`config.mk`:
```
export PLATFORM = sky130hd
export DESIGN_NAME = cfss_top
export DESIGN_NICKNAME = d
export VERILOG_FILES = /design/src/inc/cfss_pkg.sv /design/src/core/cfss_sync.sv /design/src/core/cfss_top.sv
export SDC_FILE = /design/constraint.sdc
export NUM_CORES = 1
export LEC_CHECK = 0
export ABC_AREA = 1
export BUFFER_PORTS_ARGS = -buffer_cell sky130_fd_sc_hd__buf_2
export CAP_MARGIN = 0
export CORE_MARGIN = 5
export CORE_UTILIZATION = 46
export CTS_CLUSTER_DIAMETER = 100
export DETAILED_ROUTE_END_ITERATION = 16
export GPL_TIMING_DRIVEN = 1
export PLACE_DENSITY = 0.84
export SLEW_MARGIN = 20
export SYNTH_ARGS = -nofsm -noshare
export SYNTH_HDL_FRONTEND = slang
export SYNTH_SLANG_ARGS = --single-unit
export TNS_END_PERCENT = 100
```
`constraint.sdc`:
```
create_clock -name CLOCK -period 1.25 [get_ports CLOCK]
set_input_delay 0.125 -clock CLOCK [delete_from_list [all_inputs] [get_ports CLOCK]]
set_output_delay 0.125 -clock CLOCK [all_outputs]
set_load 0.1 [all_outputs]
```
`src/inc/cfss_pkg.sv`:
```
package cfss_pkg;
  // AXI4-Lite register byte addresses
  localparam logic [3:0] CFSS_ADDR_FUNC_SEL = 4'h0;
  localparam logic [3:0] CFSS_ADDR_STATUS = 4'h4;
  localparam logic [3:0] CFSS_ADDR_PINS = 4'h8;

  // Function select byte field positions
  localparam int CFSS_BIT_HW_SELECT = 0;
  localparam int CFSS_BIT_A_LOW = 1;
  localparam int CFSS_BIT_A_HIGH = 2;
  localparam int CFSS_BIT_B_LOW = 3;
  localparam int CFSS_BIT_B_HIGH = 4;
  localparam int CFSS_BIT_SPREAD_WIDTH = 5;
  localparam int CFSS_BIT_SPREAD_ON = 6;
  localparam int CFSS_BIT_TEST_N = 7;

  // Function select byte reset value: normal, 0.5 % width, hardware select
  localparam logic [7:0] CFSS_FUNC_SEL_RST = 8'ha1;

  // Down-spread widths in tenths of a percent below nominal
  localparam logic [3:0] CFSS_SPREAD_WIDE = 4'ha;
  localparam logic [3:0] CFSS_SPREAD_NARROW = 4'h5;

  // Clock source codes: reference, synth2, or the spread modulator when spread is on
  typedef enum logic [1:0] {
    CFSS_SRC_REF = 2'b00,
    CFSS_SRC_SYNTH2 = 2'b01,
    CFSS_SRC_SPREAD = 2'b10
  } cfss_src_t;

  // AXI responses
  localparam logic [1:0] CFSS_RESP_OKAY = 2'b00;
  localparam logic [1:0] CFSS_RESP_SLVERR = 2'b10;
endpackage

```
`src/core/cfss_sync.sv`:
```
`timescale 1ns/1ps
// Two-stage synchroniser for a group of pin levels
module cfss_sync #(
  parameter int WIDTH = 1,
  parameter logic [WIDTH-1:0] RST_VAL = '0
) (
  input wire logic CLOCK,
  input wire logic RST,
  input wire logic [WIDTH-1:0] d,
  output logic [WIDTH-1:0] q
);
  logic [WIDTH-1:0] meta_r;

  // First stage feeds only the second stage
  always_ff @(posedge CLOCK) begin
    if (RST) begin
      meta_r <= RST_VAL;
      q <= RST_VAL;
    end else begin
      meta_r <= d;
      q <= meta_r;
    end
  end
endmodule

```
`src/core/cfss_top.sv`:
```
// The AXI4-Lite slave port and the register addresses were left to the implementer.
`timescale 1ns/1ps
// Summary of operation
// - Output multiplier set by two select bits
// - Byte 0 bit 0 picks pin or register
// - Hardware select bit resets to one
// - Register mode uses bits 1-4 and 6; pins ignored
// - Pin mode: spread on while pin low
// - Undriven spread pin reads as high
// - Bit 5: zero 1.0%, one 0.5%
// - Spread sweeps only below resting frequency
// - Bits 4,3 bank B; 2,1 bank A
// - Spread off, register mode: bit 5 picks synth2 or reference; pin mode: reference
module cfss_top (
  input wire logic CLOCK,
  input wire logic RST,
  input wire logic FREQ_SELECT_LOW_A,
  input wire logic BANK_A_SELECT_HIGH,
  input wire logic FREQ_SELECT_LOW_B,
  input wire logic BANK_B_SELECT_HIGH,
  input wire logic SPREAD_ENABLE_N_PIN,
  output logic [1:0] BANK_A_MULT_SEL,
  output logic [1:0] BANK_B_MULT_SEL,
  output logic SPREAD_MODULATOR_ON,
  output logic SPREAD_DOWN_ONLY,
  output logic [3:0] SPREAD_WIDTH_TENTHS,
  output logic [1:0] CLOCK_SOURCE,
  output logic TEST_MODE,
  input wire logic [3:0] S_AXI_AWADDR,
  input wire logic S_AXI_AWVALID,
  output logic S_AXI_AWREADY,
  input wire logic [31:0] S_AXI_WDATA,
  input wire logic [3:0] S_AXI_WSTRB,
  input wire logic S_AXI_WVALID,
  output logic S_AXI_WREADY,
  output logic [1:0] S_AXI_BRESP,
  output logic S_AXI_BVALID,
  input wire logic S_AXI_BREADY,
  input wire logic [3:0] S_AXI_ARADDR,
  input wire logic S_AXI_ARVALID,
  output logic S_AXI_ARREADY,
  output logic [31:0] S_AXI_RDATA,
  output logic [1:0] S_AXI_RRESP,
  output logic S_AXI_RVALID,
  input wire logic S_AXI_RREADY
);
  logic [7:0] func_sel_r;
  logic [4:0] pins_s;
  logic aw_held_r, w_held_r;
  logic [3:0] awaddr_r;
  logic [7:0] wdata_r;
  logic wstrb0_r;
  logic hw_select_bit;
  logic [1:0] a_sel_nxt, b_sel_nxt;
  logic spread_nxt;
  logic write_go;
  cfss_pkg::cfss_src_t src_nxt;

  // Only the function byte offset is writable; shared by write enable and response
  function automatic logic is_func_addr(input logic [3:0] addr);
    return addr == cfss_pkg::CFSS_ADDR_FUNC_SEL;
  endfunction

  // Pin levels cross into the clock domain; spread pin idles high
  cfss_sync #(.WIDTH(5), .RST_VAL(5'h10)) u_pin_sync (
    .CLOCK(CLOCK),
    .RST(RST),
    .d({SPREAD_ENABLE_N_PIN, BANK_B_SELECT_HIGH, FREQ_SELECT_LOW_B, BANK_A_SELECT_HIGH, FREQ_SELECT_LOW_A}),
    .q(pins_s)
  );

  assign hw_select_bit = func_sel_r[cfss_pkg::CFSS_BIT_HW_SELECT];

  // Select source: pins in hardware mode, register bits otherwise
  always_comb begin
    if (hw_select_bit) begin
      a_sel_nxt = pins_s[1:0];
      b_sel_nxt = pins_s[3:2];
      spread_nxt = ~pins_s[4];
    end else begin
      a_sel_nxt = {func_sel_r[cfss_pkg::CFSS_BIT_A_HIGH], func_sel_r[cfss_pkg::CFSS_BIT_A_LOW]};
      b_sel_nxt = {func_sel_r[cfss_pkg::CFSS_BIT_B_HIGH], func_sel_r[cfss_pkg::CFSS_BIT_B_LOW]};
      spread_nxt = func_sel_r[cfss_pkg::CFSS_BIT_SPREAD_ON];
    end
    if (spread_nxt) begin
      src_nxt = cfss_pkg::CFSS_SRC_SPREAD;
    end else if (!hw_select_bit && !func_sel_r[cfss_pkg::CFSS_BIT_SPREAD_WIDTH]) begin
      src_nxt = cfss_pkg::CFSS_SRC_SYNTH2;
    end else begin
      src_nxt = cfss_pkg::CFSS_SRC_REF;
    end
  end

  // Bank multiplier selects
  always_ff @(posedge CLOCK) begin
    if (RST) begin
      BANK_A_MULT_SEL <= 2'h0;
      BANK_B_MULT_SEL <= 2'h0;
    end else begin
      BANK_A_MULT_SEL <= a_sel_nxt;
      BANK_B_MULT_SEL <= b_sel_nxt;
    end
  end

  // Spread modulator enable and its downward-only sweep flag
  always_ff @(posedge CLOCK) begin
    if (RST) begin
      SPREAD_MODULATOR_ON <= 1'b0;
      SPREAD_DOWN_ONLY <= 1'b0;
    end else begin
      SPREAD_MODULATOR_ON <= spread_nxt;
      SPREAD_DOWN_ONLY <= spread_nxt;
    end
  end

  // Spread width follows the width bit in either control mode
  always_ff @(posedge CLOCK) begin
    if (RST) begin
      SPREAD_WIDTH_TENTHS <= cfss_pkg::CFSS_SPREAD_NARROW;
    end else begin
      SPREAD_WIDTH_TENTHS <= func_sel_r[cfss_pkg::CFSS_BIT_SPREAD_WIDTH] ?
        cfss_pkg::CFSS_SPREAD_NARROW : cfss_pkg::CFSS_SPREAD_WIDE;
    end
  end

  // Frequency source for the output stages
  always_ff @(posedge CLOCK) begin
    if (RST) begin
      CLOCK_SOURCE <= cfss_pkg::CFSS_SRC_REF;
    end else begin
      CLOCK_SOURCE <= src_nxt;
    end
  end

  // Test mode is entered by clearing the top bit of the byte
  always_ff @(posedge CLOCK) begin
    if (RST) begin
      TEST_MODE <= 1'b0;
    end else begin
      TEST_MODE <= ~func_sel_r[cfss_pkg::CFSS_BIT_TEST_N];
    end
  end

  // Write channel capture: address and data in either order, refused while a response waits
  assign S_AXI_AWREADY = ~aw_held_r & ~S_AXI_BVALID;
  assign S_AXI_WREADY = ~w_held_r & ~S_AXI_BVALID;
  assign write_go = aw_held_r & w_held_r;

  // Write address holding register
  always_ff @(posedge CLOCK) begin
    if (RST) begin
      aw_held_r <= 1'b0;
      awaddr_r <= 4'h0;
    end else if (write_go) begin
      aw_held_r <= 1'b0;
    end else if (S_AXI_AWVALID && S_AXI_AWREADY) begin
      aw_held_r <= 1'b1;
      awaddr_r <= S_AXI_AWADDR;
    end
  end

  // Write data holding register: low byte and its strobe only
  always_ff @(posedge CLOCK) begin
    if (RST) begin
      w_held_r <= 1'b0;
      wdata_r <= 8'h00;
      wstrb0_r <= 1'b0;
    end else if (write_go) begin
      w_held_r <= 1'b0;
    end else if (S_AXI_WVALID && S_AXI_WREADY) begin
      w_held_r <= 1'b1;
      wdata_r <= S_AXI_WDATA[7:0];
      wstrb0_r <= S_AXI_WSTRB[0];
    end
  end

  // Write response: read-only and unmapped offsets answer with an error
  always_ff @(posedge CLOCK) begin
    if (RST) begin
      S_AXI_BVALID <= 1'b0;
      S_AXI_BRESP <= cfss_pkg::CFSS_RESP_OKAY;
    end else if (write_go) begin
      S_AXI_BVALID <= 1'b1;
      S_AXI_BRESP <= is_func_addr(awaddr_r) ? cfss_pkg::CFSS_RESP_OKAY : cfss_pkg::CFSS_RESP_SLVERR;
    end else if (S_AXI_BVALID && S_AXI_BREADY) begin
      S_AXI_BVALID <= 1'b0;
    end
  end

  // Function select byte, hardware select set at reset
  always_ff @(posedge CLOCK) begin
    if (RST) begin
      func_sel_r <= cfss_pkg::CFSS_FUNC_SEL_RST;
    end else if (write_go && wstrb0_r && is_func_addr(awaddr_r)) begin
      func_sel_r <= wdata_r;
    end
  end

  // Read channel: one read at a time
  assign S_AXI_ARREADY = ~S_AXI_RVALID;

  // Read valid: raised on acceptance, dropped once taken
  always_ff @(posedge CLOCK) begin
    if (RST) begin
      S_AXI_RVALID <= 1'b0;
    end else if (S_AXI_ARVALID && S_AXI_ARREADY) begin
      S_AXI_RVALID <= 1'b1;
    end else if (S_AXI_RREADY) begin
      S_AXI_RVALID <= 1'b0;
    end
  end

  // Read data and response, loaded only on acceptance so they stand until taken
  always_ff @(posedge CLOCK) begin
    if (RST) begin
      S_AXI_RDATA <= 32'h0;
      S_AXI_RRESP <= cfss_pkg::CFSS_RESP_OKAY;
    end else if (S_AXI_ARVALID && S_AXI_ARREADY) begin
      S_AXI_RRESP <= cfss_pkg::CFSS_RESP_OKAY;
      unique case (S_AXI_ARADDR)
        cfss_pkg::CFSS_ADDR_FUNC_SEL: S_AXI_RDATA <= {24'h0, func_sel_r};
        cfss_pkg::CFSS_ADDR_STATUS: S_AXI_RDATA <= {20'h0, SPREAD_WIDTH_TENTHS, CLOCK_SOURCE,
          SPREAD_MODULATOR_ON, TEST_MODE, BANK_B_MULT_SEL, BANK_A_MULT_SEL};
        cfss_pkg::CFSS_ADDR_PINS: S_AXI_RDATA <= {27'h0, pins_s};
        default: begin
          S_AXI_RDATA <= 32'h0;
          S_AXI_RRESP <= cfss_pkg::CFSS_RESP_SLVERR;
        end
      endcase
    end
  end
endmodule

```
### Yosys cells after proc, flatten, opt, wreduce, memory -nomap -nowiden

Cells that the tools add are included.
Widths: inputs -> output; s select.

* word-level logic and storage cells: 63
* register bits: 83
* bits of input ports: 56
* output and inout port bits: 54

* bitwise gates (word level): 10
* mux-type cells: 13
* reductions and logical operators: 18
* eq/ne operators: 2

Operators by type and width (count)
* $pmux 12 s3: 1
* $mux 2: 5
* $logic_not 4->1: 2
* $logic_and 1x1->1: 7
* $not 1->1: 7
* $mux 1: 6
* $eq 4x3->1 const B: 1
* $eq 4x4->1 const B: 1
* $mux 4: 1
* $reduce_and 2->1: 2
* $reduce_bool 2->1: 2
* $reduce_or 2->1: 2
* $and 1x1->1: 3
* $reduce_or 3->1: 1
* $logic_not 1->1: 2

### Longest topological paths before layout

* word-level depth: 4
* depth in mapped cells: 7
* depth with buffers taken out: 6

### Hierarchy

Synthesis repeated with hierarchy kept, for this count alone.

* cell total of the unflattened synthesis: 295
* area total of the unflattened synthesis: 2282.2 sq um

Modules (own cells, without submodules)
* cfss_top: instances 1, cells each 263, area each 1991.9 sq um
* cfss_sync: instances 1, cells each 32, area each 290.3 sq um

### Least setup slack after synthesis

No wires, ideal clock.

* path kind: reg2reg
* from: register S_AXI_BVALID
* to: register awaddr_r[0]
* path slack: -1586 ps
* cell stages (with the launch flop): 5
* data required time: 1132 ps
* arrival: 2718 ps
* path through: dfxtp_1 -> nor2_1 -> nand2_1 -> o21ai_0 -> nor2_1

* cells in the longest elaborated chain, start to end: 4

Ends and longest elaborated chain
* start: declaration: line cfss_top.sv:37 `output logic S_AXI_BVALID,`
* start signal: assignment: line cfss_top.sv:180 `S_AXI_BVALID <= 1'b0;`
* start signal: assignment: line cfss_top.sv:183 `S_AXI_BVALID <= 1'b1;`
* start signal: assignment: line cfss_top.sv:186 `S_AXI_BVALID <= 1'b0;`
* $not 1->1: line cfss_top.sv:145 `assign S_AXI_AWREADY = ~aw_held_r & ~S_AXI_BVALID;`
* $and 1x1->1: line cfss_top.sv:145
* named net S_AXI_AWREADY: line cfss_top.sv:31 `output logic S_AXI_AWREADY,`
* $logic_and 1x1->1: line cfss_top.sv:156 `end else if (S_AXI_AWVALID && S_AXI_AWREADY) begin`
* $reduce_and 2->1 (no line)
* end signal: assignment: line cfss_top.sv:153 `awaddr_r <= 4'h0;`
* end signal: assignment: line cfss_top.sv:158 `awaddr_r <= S_AXI_AWADDR;`
* end: declaration: line cfss_top.sv:50 `logic [3:0] awaddr_r;`

The timed path passes the listed nets, and every way through them passes these cells.
A chain may end at the register's enable or synchronous reset.

### Final worst setup path

* from: register S_AXI_BVALID
* to: output port S_AXI_WREADY

* cells in the longest elaborated chain, start to end: 2

Ends and longest elaborated chain
* $not 1->1: line cfss_top.sv:146 `assign S_AXI_WREADY = ~w_held_r & ~S_AXI_BVALID;`
* $and 1x1->1: line cfss_top.sv:146
* end: declaration: line cfss_top.sv:35 `output logic S_AXI_WREADY,`

No other way between the ends.

==> summary.md <==
| Metric | Value |
|---|---|
| Share of cells above drive strength 1 | 39.54% |
| Yosys warns | 0 |
| Vias per cell | 4.492 |
| Die X | between 80 and 90 um |
| Critical Path Sink Type | output pin |
| Main combinational cell family by area after synthesis | simple AND/OR/NAND/NOR gates |
| Unique masters post-synth | 26 |
| Core Area | between 5000 and 6000 um^2 |
| Ports | 110 |
| Port Buffers | 60 |
| Fin Clk Skew | 0.008712 ns |
| Area grow syn2layout | 24.51% |
| Clk pin slew, worst setup/hold paths | 0.09 ns |
| Die area | 6672 um^2 |
| Commonest non-fill, non-tap cell in the layout | buf_2 |
| Detailed Route WL | around 4.7 mm |
| Worst-Skew Late Latency | approximately 0.3 ns |
| DR vias | 1882 |
| Synth Area in Compound Gates | 11.65% |
| Antenna Nets Post-Route | 0 |
| Post-DP HPWL | 3.540 mm |
| Slowest cell delay on critical path | 0.39 ns |
| Max cap viols | 0 |
| N_diodes | 0 |
| Post-synthesis adder-cell area fraction | 0% |
| Clock Sinks | 56 |
| RePlAce Congestion | 0.8198 |
| Max Freq | a little over 800 MHz |
| Starting DRT DRC Count | ~150 |
| CTS Root Cell | clkbuf_8 |
| Fin crit period | between 1 and 1.5 ns |
| First-pass GRT wire length | 7.700 mm |
| Data required, critical path | 1.12 ns |
| TritonCTS buffer count | 5 |
| Critical path cell sequence | nor2_4 -> buf_6 -> buf_12 |
| Critical path class | register to output pin |
| Residual DRC count | 0 |
| Final instance area | 2943 um^2 |
| Simple-gate area share of the yosys netlist | 25.15% |
| WL/cell | approximately 11 um |
| Pin count of the biggest net entering global routing | 30 |
| FF+latch count, synth | 56 |
| Row count | 26 |
| XOR/XNOR Fraction of Synth Area | 0% |
| Fin util | 58.36% |
| Unrepaired setup endpoints after global routing | yes |
| Starting Density | between 40% and 50% |
| Mapped Cells | 292 |
| P_leak | 0.001404 uW |
| Initial antenna violation count | 0 |
| Vias in the first global route | about 1700 |
| Max VDD drop | 0.8569 mV |
| # setup viols final | 0 |
| Worst Hold Class | input port to register |
| Congestion Overflow GR | 0 |
| Commonest non-fill, non-tap cells in the layout | buf_2 (50), nor2_1 (48), dfxtp_1 (32) |
| Sequential fraction of the synthesis area | 47.43% |
| DRT Pass-1 Iters | 4 |
| PD cells | 1438 nW/um^2 |
| Clk buf depth | 2 |
| Final Hold Viols | 0 |
| Mapped Area | 2364 um^2 |
| Placed instance area | 2751 um^2 |
| Avg Cell Area, Syn | 8.094 um^2 |
| CTS tree | done |
| Slowest-stage cell, CP | dfxtp_4 |
| Final period util | a little over nine tenths |
| Status | finished, final reports clean |
| GRT Util Overall | 15.09% |
| WHS | between 0.02 and 0.025 ns |
| Worst EP arrival | 1.09 ns |
| Slew Viols, Final | 0 |
| Post-synthesis mux area share | 0% |
| H-tree depth | 2 |
| Crit-path max FO | 4 |
| Type of origin of the critical path | register |
| Total Nets Final | 405 |
| Die Y-Extent | 81.68 um |
==> worst max-delay path, delay by kind of cell (launching register included) <==
family / cells / cell delay (ns)
flip-flops: 1 / 0.39
buffers and inverters: 2 / 0.27
AND/OR/NAND/NOR: 1 / 0.12
==> through the flow <==
stage / std cells / TNS (ns) / setup slack, ns / power [uW]
after floorplan: 313 / -3.792 / -0.3237 / 2778
after global placement: 408 / 0 / 0.09069 / 2901
after detailed placement: 408 / 0 / 0.05308 / 2917
after CTS: 416 / 0 / 0.005095 / 4242
after global routing: 419 / -0.08113 / -0.02282 / 4429
final: 419 / 0 / 0.03288 / 4231
==> sequential cells by signal (all words and copies together), names as in the netlist <==
signal,cells
w_held_r,1
S_AXI_BVALID,1
CLOCK_SOURCE,1
wstrb0_r,1
TEST_MODE,1
SPREAD_DOWN_ONLY,1
S_AXI_RRESP,1
SPREAD_WIDTH_TENTHS,2
u_pin_sync.meta_r,5
wdata_r,8
S_AXI_RVALID,1
func_sel_r,8
BANK_B_MULT_SEL,2
BANK_A_MULT_SEL,2
S_AXI_BRESP,1
S_AXI_RDATA,10
u_pin_sync.q,5
awaddr_r,4
aw_held_r,1
==> synth_stat cells <==
cell	count	area share, %
nor2_1	49	7.8
a21oi_2	5	1.9
buf_2	4	0.85
a21oi_1	12	2.5
o21ai_1	10	2.1
o211ai_2	3	1.6
o21ai_0	14	3.0
nand3_1	27	5.7
nor3_1	2	0.42
inv_1	16	2.5
or2_2	2	0.53
nand2_1	26	4.1
nor2_4	2	0.95
buf_4	32	10
and2_1	1	0.26
conb_1	1	0.16
dfxtp_1	56	47
a31oi_1	1	0.26
nor3_4	1	0.69
buf_6	1	0.48
clkbuf_1	4	0.64
o21a_1	1	0.32
nor2_2	9	2.4
inv_2	6	0.95
nand2_2	5	1.3
nand2_4	2	0.95
==> metal layers <==
metal | share of wire [%] | wire [um] | vias up | track usage, %
met5 | 0 | 0 | - | 0
met4 | 1.1 | 52 | 0 | 4.485
met3 | 6.6 | 310 | 5 | 4.715
met2 | 49 | 2284 | 57 | 25.98
met1 | 44 | 2039 | 833 | 18.01
li1 | - | - | 987 | -
==> timing repair <==
item,in CTS,in global routing
setup buffers,0,3
hold buffers,1,0
cloned,0,0
hold endpoints to repair,1,0
pin swaps,1,1
resized for setup,2,9
endpoints found under the setup margin,2,17
==> path summary, 6_finish.rpt <==
| check | startpoint | end | slack [ns] | cells past startpoint |
|---|---|---|---|---|
| max | S_AXI_BVALID | S_AXI_WREADY | 0.03 | 3 |
| min | FREQ_SELECT_LOW_A | u_pin_sync.meta_r[0] | 0.02 | 3 |
| max reg2reg | awaddr_r[3] | func_sel_r[1] | 0.12 | 6 |
| min reg2reg | u_pin_sync.meta_r[2] | u_pin_sync.q[2] | 0.40 | 2 |
==> logic make-up after synthesis <==
family,after synthesis
simple gates,126
compound gates,46
buf+inv,63
other cells,1
flops,56
==> final cells by class <==
class                           count  area [um^2]
Fill cell                         437         2100
Sequential cell                    56         1159
Multi-Input combinational cell    194        974.7
Timing Repair Buffer               70        498.0
Inverter                           22        95.09
Tap cell                           70        87.58
Clock buffer                        5        68.82
Clock inverter                      2        60.06
==> power by group <==
part           internal (uW)  switching [uW]  total (uW)  leakage (uW)
Combinational            232             745         977      0.000871
Sequential              1870            56.5        1920      0.000469
Clock                    788             542        1330     0.0000642
Total                   2890            1340        4230       0.00140
(Power assumes the default switching activity.)
